`src/pbs_pkg.sv`:
```
// package for the power budget / switch status register bank
// assumes one 100 MHz clock, AHB-Lite register access, 32-bit word registers
// Operation
// - budget data window returns selected word, else zero
// - select register: index bits 7:0, reset zero
// - capability bit 0 is system allocated flag
// - unlockable fields writable only while unlock set
// - eight sticky record words at 0x300-0x31c
// - record word writes need data-value unlock set
// - data-value unlock is sticky control bit 4
// - status bits 2:0 show mode pins captured at reset
// - status bit 5: downstream clock strap at reset
// - status bit 6: upstream clock strap at reset
// - status bits 22:20 report upstream lock state
// - status bits 31:28 sticky software marker field
package pbs_pkg;
    localparam logic [11:0] SELECT_OFFSET = 12'h284;
    localparam logic [11:0] WINDOW_OFFSET = 12'h288;
    localparam logic [11:0] CAPABILITY_OFFSET = 12'h28c;
    localparam logic [11:0] VALUES_OFFSET = 12'h300;
    localparam logic [11:0] STATUS_OFFSET = 12'h400;
    localparam logic [11:0] CONTROL_OFFSET = 12'h404;
    localparam int RECORD_COUNT = 8;
    localparam int SELECT_MSB = 7;
    localparam int SYS_ALLOC_BIT = 0;
    localparam int REG_UNLOCK_BIT = 3;
    localparam int DV_UNLOCK_BIT = 4;
    localparam int MODE_LSB = 0;
    localparam int DS_CLOCK_BIT = 5;
    localparam int US_CLOCK_BIT = 6;
    localparam int LOCK_LSB = 20;
    localparam int MARKER_LSB = 28;
    localparam logic [7:0] SELECT_RESET = 8'h00;
    localparam logic [3:0] MARKER_RESET = 4'h0;
    localparam logic [2:0] LOCK_MAX = 3'h5;
    localparam logic [31:0] RECORD_RESET = 32'h0000_0000;
    typedef enum logic [1:0] {
        PBS_IDLE = 2'b01,
        PBS_DATA = 2'b10
    } pbs_phase_type;
endpackage

```
`src/pbs_regs.sv`:
```
// power budget data window, capability flag, record words and switch status
// assumes a single AHB-Lite master; rstn is fundamental reset, hotRstn is hot reset
//
// Implementation choice: the AHB-Lite register port.
`timescale 1ns/1ns
module pbs_regs (
    input wire logic clock,
    input wire logic rstn,
    input wire logic hotRstn,
    input wire logic hsel,
    input wire logic [31:0] haddr,
    input wire logic [1:0] htrans,
    input wire logic hwrite,
    input wire logic [2:0] hsize,
    input wire logic [31:0] hwdata,
    input wire logic hready,
    output logic hreadyout,
    output logic hresp,
    output logic [31:0] hrdata,
    input wire logic [2:0] operatingModeStrap,
    input wire logic downstreamCommonClockStrap,
    input wire logic upstreamCommonClockStrap,
    input wire logic [2:0] upstreamLockState,
    output logic systemAllocatedFlag,
    output logic dataValueWriteUnlock
);
    pbs_pkg::pbs_phase_type phase_reg;
    pbs_pkg::pbs_phase_type phase_next;
    logic [11:0] addr_reg;
    logic write_reg;
    logic [7:0] select_reg;
    logic sysAlloc_reg;
    logic regUnlock_reg;
    logic dvUnlock_reg;
    logic [3:0] marker_reg;
    logic [2:0] lock_reg;
    logic [2:0] lockSync1_reg;
    logic [2:0] lockSync2_reg;
    logic [31:0] record_reg [0:7];
    logic [31:0] rdata_reg;
    logic [4:0] straps;
    logic [31:0] windowData;
    logic [31:0] statusWord;
    logic [31:0] readMux;
    logic addrPhase;
    logic wrData;
    logic hitSelect;
    logic hitCapability;
    logic hitStatus;
    logic hitControl;
    logic hitValues;
    logic [2:0] valueIndex;
    logic [2:0] lockNext;
    logic readAfterWrite;

    // straps captured while fundamental reset is asserted
    pbs_strap_sync u_straps (
        .clock(clock),
        .rstn(1'b1),
        .fundRstn(rstn),
        .pinIn({upstreamCommonClockStrap, downstreamCommonClockStrap, operatingModeStrap}),
        .captured(straps)
    );

    // lock state from the port logic crosses two flops before use
    always_ff @(posedge clock or negedge rstn) begin
        if (!rstn) begin
            lockSync1_reg <= 3'h0;
            lockSync2_reg <= 3'h0;
            lock_reg <= 3'h0;
        end else begin
            lockSync1_reg <= upstreamLockState;
            lockSync2_reg <= lockSync1_reg;
            lock_reg <= lockNext;
        end
    end
    // codes above five are not defined lock states, shown as unlocked
    assign lockNext = (lockSync2_reg > pbs_pkg::LOCK_MAX) ? 3'h0 : lockSync2_reg;

    // bus decode; one wait state only for a read right behind a write, always OKAY
    assign addrPhase = hsel && htrans[1] && hready;
    assign phase_next = addrPhase ? pbs_pkg::PBS_DATA : pbs_pkg::PBS_IDLE;
    assign wrData = (phase_reg == pbs_pkg::PBS_DATA) && write_reg;
    assign hitSelect = addr_reg == pbs_pkg::SELECT_OFFSET;
    assign hitCapability = addr_reg == pbs_pkg::CAPABILITY_OFFSET;
    assign hitStatus = addr_reg == pbs_pkg::STATUS_OFFSET;
    assign hitControl = addr_reg == pbs_pkg::CONTROL_OFFSET;
    assign hitValues = addr_reg[11:5] == pbs_pkg::VALUES_OFFSET[11:5];
    assign valueIndex = addr_reg[4:2];
    // read data is taken in the address phase, so a read behind a write would see the
    // old value; holding the read one cycle lets the write land first
    assign readAfterWrite = wrData && hsel && htrans[1] && !hwrite;
    assign hreadyout = !readAfterWrite;
    assign hresp = 1'b0;

    always_ff @(posedge clock or negedge rstn) begin
        if (!rstn) begin
            phase_reg <= pbs_pkg::PBS_IDLE;
            addr_reg <= 12'h000;
            write_reg <= 1'b0;
        end else begin
            phase_reg <= phase_next;
            addr_reg <= addrPhase ? haddr[11:0] : addr_reg;
            write_reg <= addrPhase && hwrite;
        end
    end

    // select register: upper bits are not stored at all
    always_ff @(posedge clock or negedge rstn) begin
        if (!rstn) begin
            select_reg <= pbs_pkg::SELECT_RESET;
        end else if (wrData && hitSelect) begin
            select_reg <= hwdata[pbs_pkg::SELECT_MSB:0];
        end
    end

    // unlock bits are sticky: hot reset never clears them; fundamental reset or a control write of zero while register unlock is set does
    always_ff @(posedge clock or negedge rstn) begin
        if (!rstn) begin
            regUnlock_reg <= 1'b0;
            dvUnlock_reg <= 1'b0;
        end else if (wrData && hitControl) begin
            regUnlock_reg <= hwdata[pbs_pkg::REG_UNLOCK_BIT];
            if (regUnlock_reg) begin
                dvUnlock_reg <= hwdata[pbs_pkg::DV_UNLOCK_BIT];
            end
        end
    end

    // allocated flag; a loader sets it through the same unlocked path
    always_ff @(posedge clock or negedge rstn) begin
        if (!rstn) begin
            sysAlloc_reg <= 1'b0;
        end else if (wrData && hitCapability && regUnlock_reg) begin
            sysAlloc_reg <= hwdata[pbs_pkg::SYS_ALLOC_BIT];
        end
    end

    // marker survives hot reset since hotRstn never reaches it
    always_ff @(posedge clock or negedge rstn) begin
        if (!rstn) begin
            marker_reg <= pbs_pkg::MARKER_RESET;
        end else if (wrData && hitStatus) begin
            marker_reg <= hwdata[31:pbs_pkg::MARKER_LSB];
        end
    end

    // record words: no reset so contents persist (sticky, undefined at power-up)
    genvar gi;
    generate
        for (gi = 0; gi < pbs_pkg::RECORD_COUNT; gi++) begin : g_rec
            always_ff @(posedge clock) begin
                if (wrData && hitValues && dvUnlock_reg && valueIndex == 3'(gi)) begin
                    record_reg[gi] <= hwdata;
                end
            end
        end
    endgenerate

    // window returns zero for selects past the last record
    assign windowData = (select_reg < 8'(pbs_pkg::RECORD_COUNT))
        ? record_reg[select_reg[2:0]] : 32'h0000_0000;
    assign statusWord = {marker_reg, 5'h00, lock_reg, 13'h0000, straps[4], straps[3],
        2'h0, straps[2:0]};

    // read mux; unmapped offsets read zero
    always_comb begin
        readMux = 32'h0000_0000;
        if (haddr[11:0] == pbs_pkg::SELECT_OFFSET) begin
            readMux = {24'h000000, select_reg};
        end else if (haddr[11:0] == pbs_pkg::WINDOW_OFFSET) begin
            readMux = windowData;
        end else if (haddr[11:0] == pbs_pkg::CAPABILITY_OFFSET) begin
            readMux = {31'h0000_0000, sysAlloc_reg};
        end else if (haddr[11:5] == pbs_pkg::VALUES_OFFSET[11:5]) begin
            readMux = record_reg[haddr[4:2]];
        end else if (haddr[11:0] == pbs_pkg::STATUS_OFFSET) begin
            readMux = statusWord;
        end else if (haddr[11:0] == pbs_pkg::CONTROL_OFFSET) begin
            readMux = {27'h0000000, dvUnlock_reg, regUnlock_reg, 3'h0};
        end
    end

    // read data registered in the address phase, stands during data phase
    always_ff @(posedge clock or negedge rstn) begin
        if (!rstn) begin
            rdata_reg <= 32'h0000_0000;
        end else if (addrPhase && !hwrite) begin
            rdata_reg <= readMux;
        end
    end
    assign hrdata = rdata_reg;
    assign systemAllocatedFlag = sysAlloc_reg;
    assign dataValueWriteUnlock = dvUnlock_reg;

    // hot reset reaches no field here; the first assertion below watches that
    property p_hot_keep;
        @(posedge clock) disable iff (!rstn)
        (!hotRstn && !wrData) |=> $stable(marker_reg) && $stable(regUnlock_reg)
            && $stable(dvUnlock_reg) && $stable(sysAlloc_reg);
    endproperty
    a_hot_keep: assert property (p_hot_keep) else $error("sticky lost");

    property p_window_zero;
        @(posedge clock) disable iff (!rstn)
        (addrPhase && !hwrite && haddr[11:0] == pbs_pkg::WINDOW_OFFSET && select_reg > 8'h07)
            |=> hrdata == 32'h0000_0000;
    endproperty
    a_window_zero: assert property (p_window_zero) else $error("window not zero");

    property p_window_sel;
        @(posedge clock) disable iff (!rstn)
        (addrPhase && !hwrite && haddr[11:0] == pbs_pkg::WINDOW_OFFSET && select_reg < 8'h08)
            |=> hrdata == $past(record_reg[select_reg[2:0]]);
    endproperty
    a_window_sel: assert property (p_window_sel) else $error("window wrong word");

    property p_select_write;
        @(posedge clock) disable iff (!rstn)
        (wrData && hitSelect) |=> select_reg == $past(hwdata[7:0]);
    endproperty
    a_select_write: assert property (p_select_write) else $error("select not stored");

    property p_select_high;
        @(posedge clock) disable iff (!rstn)
        (addrPhase && !hwrite && haddr[11:0] == pbs_pkg::SELECT_OFFSET)
            |=> hrdata[31:8] == 24'h000000;
    endproperty
    a_select_high: assert property (p_select_high) else $error("select upper set");

    property p_dv_locked;
        @(posedge clock) disable iff (!rstn)
        !regUnlock_reg |=> $stable(dvUnlock_reg);
    endproperty
    a_dv_locked: assert property (p_dv_locked) else $error("unlock changed locked");

    property p_dv_write;
        @(posedge clock) disable iff (!rstn)
        (wrData && hitControl && regUnlock_reg) |=> dvUnlock_reg == $past(hwdata[4]);
    endproperty
    a_dv_write: assert property (p_dv_write) else $error("unlock not written");

    property p_alloc_locked;
        @(posedge clock) disable iff (!rstn)
        !regUnlock_reg |=> $stable(sysAlloc_reg);
    endproperty
    a_alloc_locked: assert property (p_alloc_locked) else $error("flag changed locked");

    property p_alloc_write;
        @(posedge clock) disable iff (!rstn)
        (wrData && hitCapability && regUnlock_reg) |=> sysAlloc_reg == $past(hwdata[0]);
    endproperty
    a_alloc_write: assert property (p_alloc_write) else $error("flag not written");

    property p_rec_locked;
        @(posedge clock) disable iff (!rstn)
        (wrData && hitValues && !dvUnlock_reg) |=> record_reg[$past(valueIndex)]
            == $past(record_reg[valueIndex]);
    endproperty
    a_rec_locked: assert property (p_rec_locked) else $error("record written locked");

    property p_rec_write;
        @(posedge clock) disable iff (!rstn)
        (wrData && hitValues && dvUnlock_reg) |=> record_reg[$past(valueIndex)] == $past(hwdata);
    endproperty
    a_rec_write: assert property (p_rec_write) else $error("record not written");

    property p_status_bits;
        @(posedge clock) disable iff (!rstn)
        (addrPhase && !hwrite && haddr[11:0] == pbs_pkg::STATUS_OFFSET)
            |=> hrdata[2:0] == $past(straps[2:0]) && hrdata[4:3] == 2'h0
            && hrdata[5] == $past(straps[3]) && hrdata[6] == $past(straps[4])
            && hrdata[19:7] == 13'h0000 && hrdata[22:20] == $past(lock_reg)
            && hrdata[27:23] == 5'h00 && hrdata[31:28] == $past(marker_reg);
    endproperty
    a_status_bits: assert property (p_status_bits) else $error("status layout");

    property p_lock_range;
        @(posedge clock) disable iff (!rstn)
        lock_reg <= 3'h5;
    endproperty
    a_lock_range: assert property (p_lock_range) else $error("lock code out of range");

    property p_lock_follow;
        @(posedge clock) disable iff (!rstn)
        (lockSync2_reg <= pbs_pkg::LOCK_MAX) |=> lock_reg == $past(lockSync2_reg);
    endproperty
    a_lock_follow: assert property (p_lock_follow) else $error("lock not shown");

    property p_marker_hold;
        @(posedge clock) disable iff (!rstn)
        !(wrData && hitStatus) |=> $stable(marker_reg);
    endproperty
    a_marker_hold: assert property (p_marker_hold) else $error("marker changed");

    property p_marker_write;
        @(posedge clock) disable iff (!rstn)
        (wrData && hitStatus) |=> marker_reg == $past(hwdata[31:28]);
    endproperty
    a_marker_write: assert property (p_marker_write) else $error("marker lost");

    property p_cap_zero;
        @(posedge clock) disable iff (!rstn)
        (addrPhase && !hwrite && haddr[11:0] == 12'h28c) |=> rdata_reg[31:1] == 31'h0;
    endproperty
    a_cap_zero: assert property (p_cap_zero) else $error("reserved nonzero");

    c_rec_write: cover property (@(posedge clock) disable iff (!rstn)
        wrData && hitValues && dvUnlock_reg);
    c_window_hi: cover property (@(posedge clock) disable iff (!rstn) select_reg > 8'h07);
    c_alloc_set: cover property (@(posedge clock) disable iff (!rstn) $rose(sysAlloc_reg));
    c_locked: cover property (@(posedge clock) disable iff (!rstn) lock_reg == 3'h5);
    c_hot_keep: cover property (@(posedge clock) disable iff (!rstn) !hotRstn && marker_reg != 4'h0);
endmodule // pbs_regs

```
`src/pbs_strap_sync.sv`:
```
// two-flop synchroniser plus capture of straps while fundamental reset is low
// assumes straps are stable around the release of fundamental reset
`timescale 1ns/1ns
module pbs_strap_sync (
    input wire logic clock,
    input wire logic rstn,
    input wire logic fundRstn,
    input wire logic [4:0] pinIn,
    output logic [4:0] captured
);
    logic [4:0] stage1_reg;
    logic [4:0] stage2_reg;
    logic fundSync1_reg;
    logic fundSync2_reg;
    logic [4:0] captured_reg;
    logic [4:0] captured_next;

    // stage1 is read only by stage2
    always_ff @(posedge clock or negedge rstn) begin
        if (!rstn) begin
            stage1_reg <= 5'h00;
            stage2_reg <= 5'h00;
            fundSync1_reg <= 1'b0;
            fundSync2_reg <= 1'b0;
        end else begin
            stage1_reg <= pinIn;
            stage2_reg <= stage1_reg;
            fundSync1_reg <= fundRstn;
            fundSync2_reg <= fundSync1_reg;
        end
    end

    // keep tracking during fundamental reset, freeze once it releases
    assign captured_next = fundSync2_reg ? captured_reg : stage2_reg;
    always_ff @(posedge clock or negedge rstn) begin
        if (!rstn) begin
            captured_reg <= 5'h00;
        end else begin
            captured_reg <= captured_next;
        end
    end
    assign captured = captured_reg;
endmodule // pbs_strap_sync

```
`config.mk`:
```
export PLATFORM = sky130hd
export DESIGN_NAME = pbs_regs
export DESIGN_NICKNAME = d
export VERILOG_FILES = /design/src/pbs_pkg.sv /design/src/pbs_regs.sv /design/src/pbs_strap_sync.sv
export SDC_FILE = /design/constraint.sdc
export NUM_CORES = 1
export LEC_CHECK = 0
export BUFFER_PORTS_ARGS = -buffer_cell sky130_fd_sc_hd__clkbuf_2
export CORE_MARGIN = 3
export CORE_UTILIZATION = 55
export CTS_CLUSTER_DIAMETER = 50
export DETAILED_ROUTE_END_ITERATION = 10
export GPL_TIMING_DRIVEN = 0
export PLACE_DENSITY = 0.86
export SETUP_SLACK_MARGIN = 0.05
export SYNTH_ARGS = -nofsm -noshare
export SYNTH_HDL_FRONTEND = slang
export SYNTH_SLANG_ARGS = --single-unit
```
`constraint.sdc`:
```
create_clock -name clock -period 10.11 [get_ports clock]
set_clock_uncertainty 0.15 [all_clocks]
set_input_delay 2.022 -clock clock [delete_from_list [all_inputs] [get_ports clock]]
set_output_delay 2.022 -clock clock [all_outputs]
set_load 0.01 [all_outputs]
```
Yosys cells after proc, flatten, opt, wreduce, memory -nomap -nowiden
Memory sizes are Yosys's and may differ from the RTL's.
Cells that the tools add are included.
{ "word_totals": {"regBits": 88, "latchBits": 0, "ramBits": 256, "rom_bits": 0, "inputBits": 83, "wordCells": 119, "memories": 1} }
{ "op_classes": {"n_addsub": 0, "mul": 0, "div": 0, "n_lt_le_gt_ge": 2, "n_eq_ne": 19, "n_shift": 0, "mux": 46, "n_bitwise": 0, "reduce_logical": 34} }
{ "memory_table": {"columns": ["name", "words", "word_bits", "rd", "rd_ports_with_merged_regs", "write_ports", "line", "text"], "rows": [
  ["record_reg", 8, 32, 2, 0, 1, "pbs_regs.sv:39", "logic [31:0] record_reg [0:7];"]
]} }
{ "op_table": {"columns": ["cell", "n"], "rows": [
  ["two-way mux 32 bit", 13],
  ["OR reduction 32 bit", 7],
  ["== test 12 x 10 -> 1 bit (second input constant)", 5],
  ["== test 12 x 11 -> 1 bit (second input constant)", 4],
  ["two-way mux 3 bit", 8],
  ["logical AND 1 bit", 23],
  ["two-way mux 1 bit", 23],
  ["== test 7 x 5 -> 1 bit (second input constant)", 2],
  ["== test 3 bit (second input constant)", 4],
  ["< comparator 8 x 4 -> 1 bit (second input constant)", 1],
  ["== test 3 x 2 -> 1 bit (second input constant)", 2],
  ["two-way mux 5 bit", 1],
  ["== test 3 x 1 -> 1 bit (second input constant)", 1],
  ["> comparator 3 bit (second input constant)", 1],
  ["zero test 3 bit", 1],
  ["== test 2 bit (second input constant)", 1],
  ["zero test 1 bit", 2],
  ["two-way mux 2 bit", 1],
  ["AND reduction 2 bit", 1]
]} }

Depth between registers and ports, before layout
{ "depth": {"depth_word": 15, "mapped_depth": 8, "depth_no_buf": 5} }

Cells and area by module
Synthesis repeated with hierarchy kept, for this count alone.
{ "unflattened": {"hier_cells": 862, "area_unflattened_um2": 15179.6} }
{ "by_module_without_submodules": {"columns": ["module", "instances", "cells_each", "area_each_um2", "seq_area_each_um2"], "rows": [
  ["pbs_regs", 1, 840, 14697.8, 9465.3],
  ["pbs_strap_sync", 1, 22, 481.7, 425.4]
]} }

Worst setup path after synthesis
Ideal clock, no wire load.
{ "synth_timing": {"path_kind": "input-to-output", "from": "input hsel", "to": "output hreadyout", "t_arrival_ns": 2.452, "required_time_ns": 7.938, "path_slack_ns": 5.486, "path_stages": 2, "path_buffers": 0, "path_cell_list": "nand2_1 or3_1"} }
{ "synth_between": {"elab_chain_cells": 4} }
{ "synth_rtl": {"columns": ["item", "line", "text"], "rows": [
  ["from (decl)", "pbs_regs.sv:10", "input wire logic hsel,"],
  ["logical AND 1 bit (3 in a row)", "pbs_regs.sv:92", "assign readAfterWrite = wrData && hsel && htrans[1] && !hwrite;"],
  ["zero test 1 bit", "pbs_regs.sv:93", "assign hreadyout = !readAfterWrite;"],
  ["to (decl)", "pbs_regs.sv:17", "output logic hreadyout,"]
]} }
Every way passes these cells.

Worst setup path in the final report
Same ends and word-level chain as after synthesis.

==> results.md <==
* Run status: finished, final reports clean
* Final min period at roughly 4.8 ns
* RR Startpoint: addr_reg[5]
* EDFF count, synth at 261
* Die Width at 174 um
* HP Class: flip-flop to flip-flop
* Max-cap violations at 0
* Crit. End Element: output port
* Clk slew on worst S/H paths at 0.06 ns
* Reg-to-reg setup timing slack at approximately 6.6 ns
* Placed Instances at 1432
* Final Util at between 60% and 70%
* Post-CTS Hold Fix Bufs at 0
* Main flop type after synthesis: edfxtp_1
* Post-CTS Setup Bufs at 0
* Routed vias at just over 10k
* IO Port Bufs at 91
* Initial Util at 56.6%
* WHS Endpoint: u_straps.stage2_reg[4]
* Gr usage total at about 28%
* Worst relative slew slack at a little under 20%
* CP required at 7.94 ns
* Max reg flops at 256
* Num ports at ~120
* Clock Tree Root: clkbuf_16
* Main area contributors after synthesis: edfxtp_1 51%, dfrtp_1 11%, mux4_2 8.4%, mux2i_1 6.5%, mux2_2 3.6%
* Least-Margin Pin Slew at between 1 and 1.5 ns
* Initial DRC Count at ~1.5k
* TritonCTS buffer count at 38
* R2r endpoint: record_reg[0][11]
* Detailed Routing Iterations Pass 1 at 6
* P_leak at 6.23 nW
* Final Cycle Share at 47.8%
* Antenna fix cells at 0
* Area Overhead vs Synth at 16.7%
* Synth Cell Area at 0.0155 mm2
* Worst Path Max Fanout at 3
* Initial antenna violation count at 2
* First-pass GRT wire length at 63.8 mm
* Synth area leader: edfxtp_1
* Top-area cell type share of the netlist area at about half
* H-tree depth at 2
* CTS max path bufs at 3
* Final HPWL from detailed placement at ~27 mm
* Fillers at 1748
* Syn_area_per_cell at 16.2 um2
* DRC at 0
* Gp weighted congestion at slightly below 0.9
* Die span in y at 174 um
* Post-synthesis sequential area ratio at 63.7%
* Setup TNS at 0 ns
* WL final at roughly 43 mm
* Worst r2r path cells at 8
* Clk_lat worst skew at roughly 0.53 ns
* Post-Syn Instances at 954
* Final setup violating endpoints at 0
* CTS Sinks at 344
* Share of layout cells above drive strength 1 at 30.7%
* Crit Path Category: input port to output port
* RSZ-0062 raised after global routing: no
* Worst setup SP type: input port
* Row count at 60
* Worst VDD drop at 0.114 mV
* Core Footprint at 0.0273 mm2
* Total nets after synthesis at around 1.0k
* PostCTS Resize Cnt at 0
* Highest Clock Rate at 0.207 GHz
* Die ar. at just over 0.03 mm2
* HP Start: u_straps.stage1_reg[4]
* Synth warn at 0
* CTS tree: done
* Final net count at approximately 1.2k
* Max-slew violation count at 0
* Hold Path Cell Cnt at 0
* Crit path DAT at 2.66 ns
* Post-route ant nets at 0
* Final Hold Fails at 0
* Async set-reset flop share out of synthesis at 20.6%
* Routed wire per std cell at 28.4 um
* Vias in the first global route at 10.6k
* Total power at ~0.0032 W
* Power Density at 177 mW/mm2
* DR vias/cell at 6.81
* Synth cell types at 63
* GRT Residual Overflow at 0
* Final std cells w/o fill at 1502
* Largest net degree at the start of global routing at 60
* Yosys reg bits at 344
==> how the worst max path moves through the flow <==
stage	endpoint	from
floorplan	hreadyout	hsel
global placement	record_reg[4][16]	addr_reg[5]
detailed placement	hrdata[22]	haddr[3]
CTS	hreadyout	hsel
global route	hreadyout	htrans[1]
finish	hreadyout	hsel
==> per-layer routing <==
layer	part of all wire (%)	global-route usage (%)
met5	0.031	0
met4	5.5	14.8
met3	12	6.11
met1	35	36.1
met2	48	44.5
==> final cells by class <==
cell class | count | area, um2 | area share [%]
buffer | 69 | 480 | 2.66
clock buffer | 50 | 1090 | 6.04
clock inverter | 20 | 277 | 1.53
inverter | 7 | 26.3 | 0.145
multi-input combinational | 534 | 5170 | 28.6
sequential | 344 | 9860 | 54.5
tap | 372 | 465 | 2.58
timing repair buffer | 106 | 703 | 3.89
==> synth_stat cells (5+ instances only) <==
master and instances:
a22o_1 11, a211oi_1 20, nor3_1 6, mux2i_1 100, edfxtp_1 261, nor2_1 28, buf_1 5, nand2_1 35
dfxtp_1 12, a21oi_1 29, o21ai_0 11, clkbuf_1 23, o211ai_1 8, mux4_2 58, mux2_2 50, inv_1 7
o22ai_1 25, a2111oi_4 7, dfrtp_1 70, nor2b_1 21, a221oi_1 16, o2bb2ai_1 17, a2111oi_0 7, o21ai_1 11
buf_2 20, nand2b_1 10, a22oi_1 10, a31oi_1 8, clkbuf_8 12
==> critical path, stage by stage <==
cell and delay [ns]:
clkbuf_2 0.10, nand2_1 0.07, or3_1 0.34, clkbuf_2 0.13
==> kinds of logic after synthesis <==
logic type,after synthesis,synth area share [%]
AO/OA/AOI/OAI,189,9.65
buffers and inverters,76,3.27
flip-flops,344,63.7
multiplexers,209,18.6
other,1,0.0242
AND/OR/NAND/NOR,135,4.75
==> metrics by stage <==
stage | area (um2) | setup WS, ns | hold WS (ns)
6_report | 18100 | 5.28 | 0.177
5_1_grt | 18100 | 5.24 | 0.187
2_1_floorplan | 15500 | 5.49 | 0.160
3_5_place_dp | 16700 | 5.22 | 0.164
3_3_place_gp | 16400 | 3.34 | 0.161
4_1_cts | 18100 | 5.27 | 0.177
==> power by group <==
group          internal (W)  switching [W]
registers           0.00154      0.0000185
logic             0.0000625      0.0000955
clock network      0.000921       0.000563
total               0.00253       0.000677
==> placed cells by master (no fill, tap or decap), drive strengths merged, types with 3 or more instances in the layout <==
cell type and count:
dfxtp 12, mux2 51, nand3 4, clkbuf 176
a211oi 20, nor3 7, nor2 29, or3b 3
a2111oi 17, and2b 3, mux2i 100, a22oi 10
edfxtp 261, nor2b 21, or3 3, a21oi 29
buf 46, inv 9, o2bb2ai 17, o21ai 22
clkinv 10, or4 3, a22o 14, o211ai 8
bufinv 6, dfrtp 70, nand2b 10, mux4 58
nand2 35, a31oi 8, a221oi 16, o22ai 25
(Power assumes the default switching activity.)
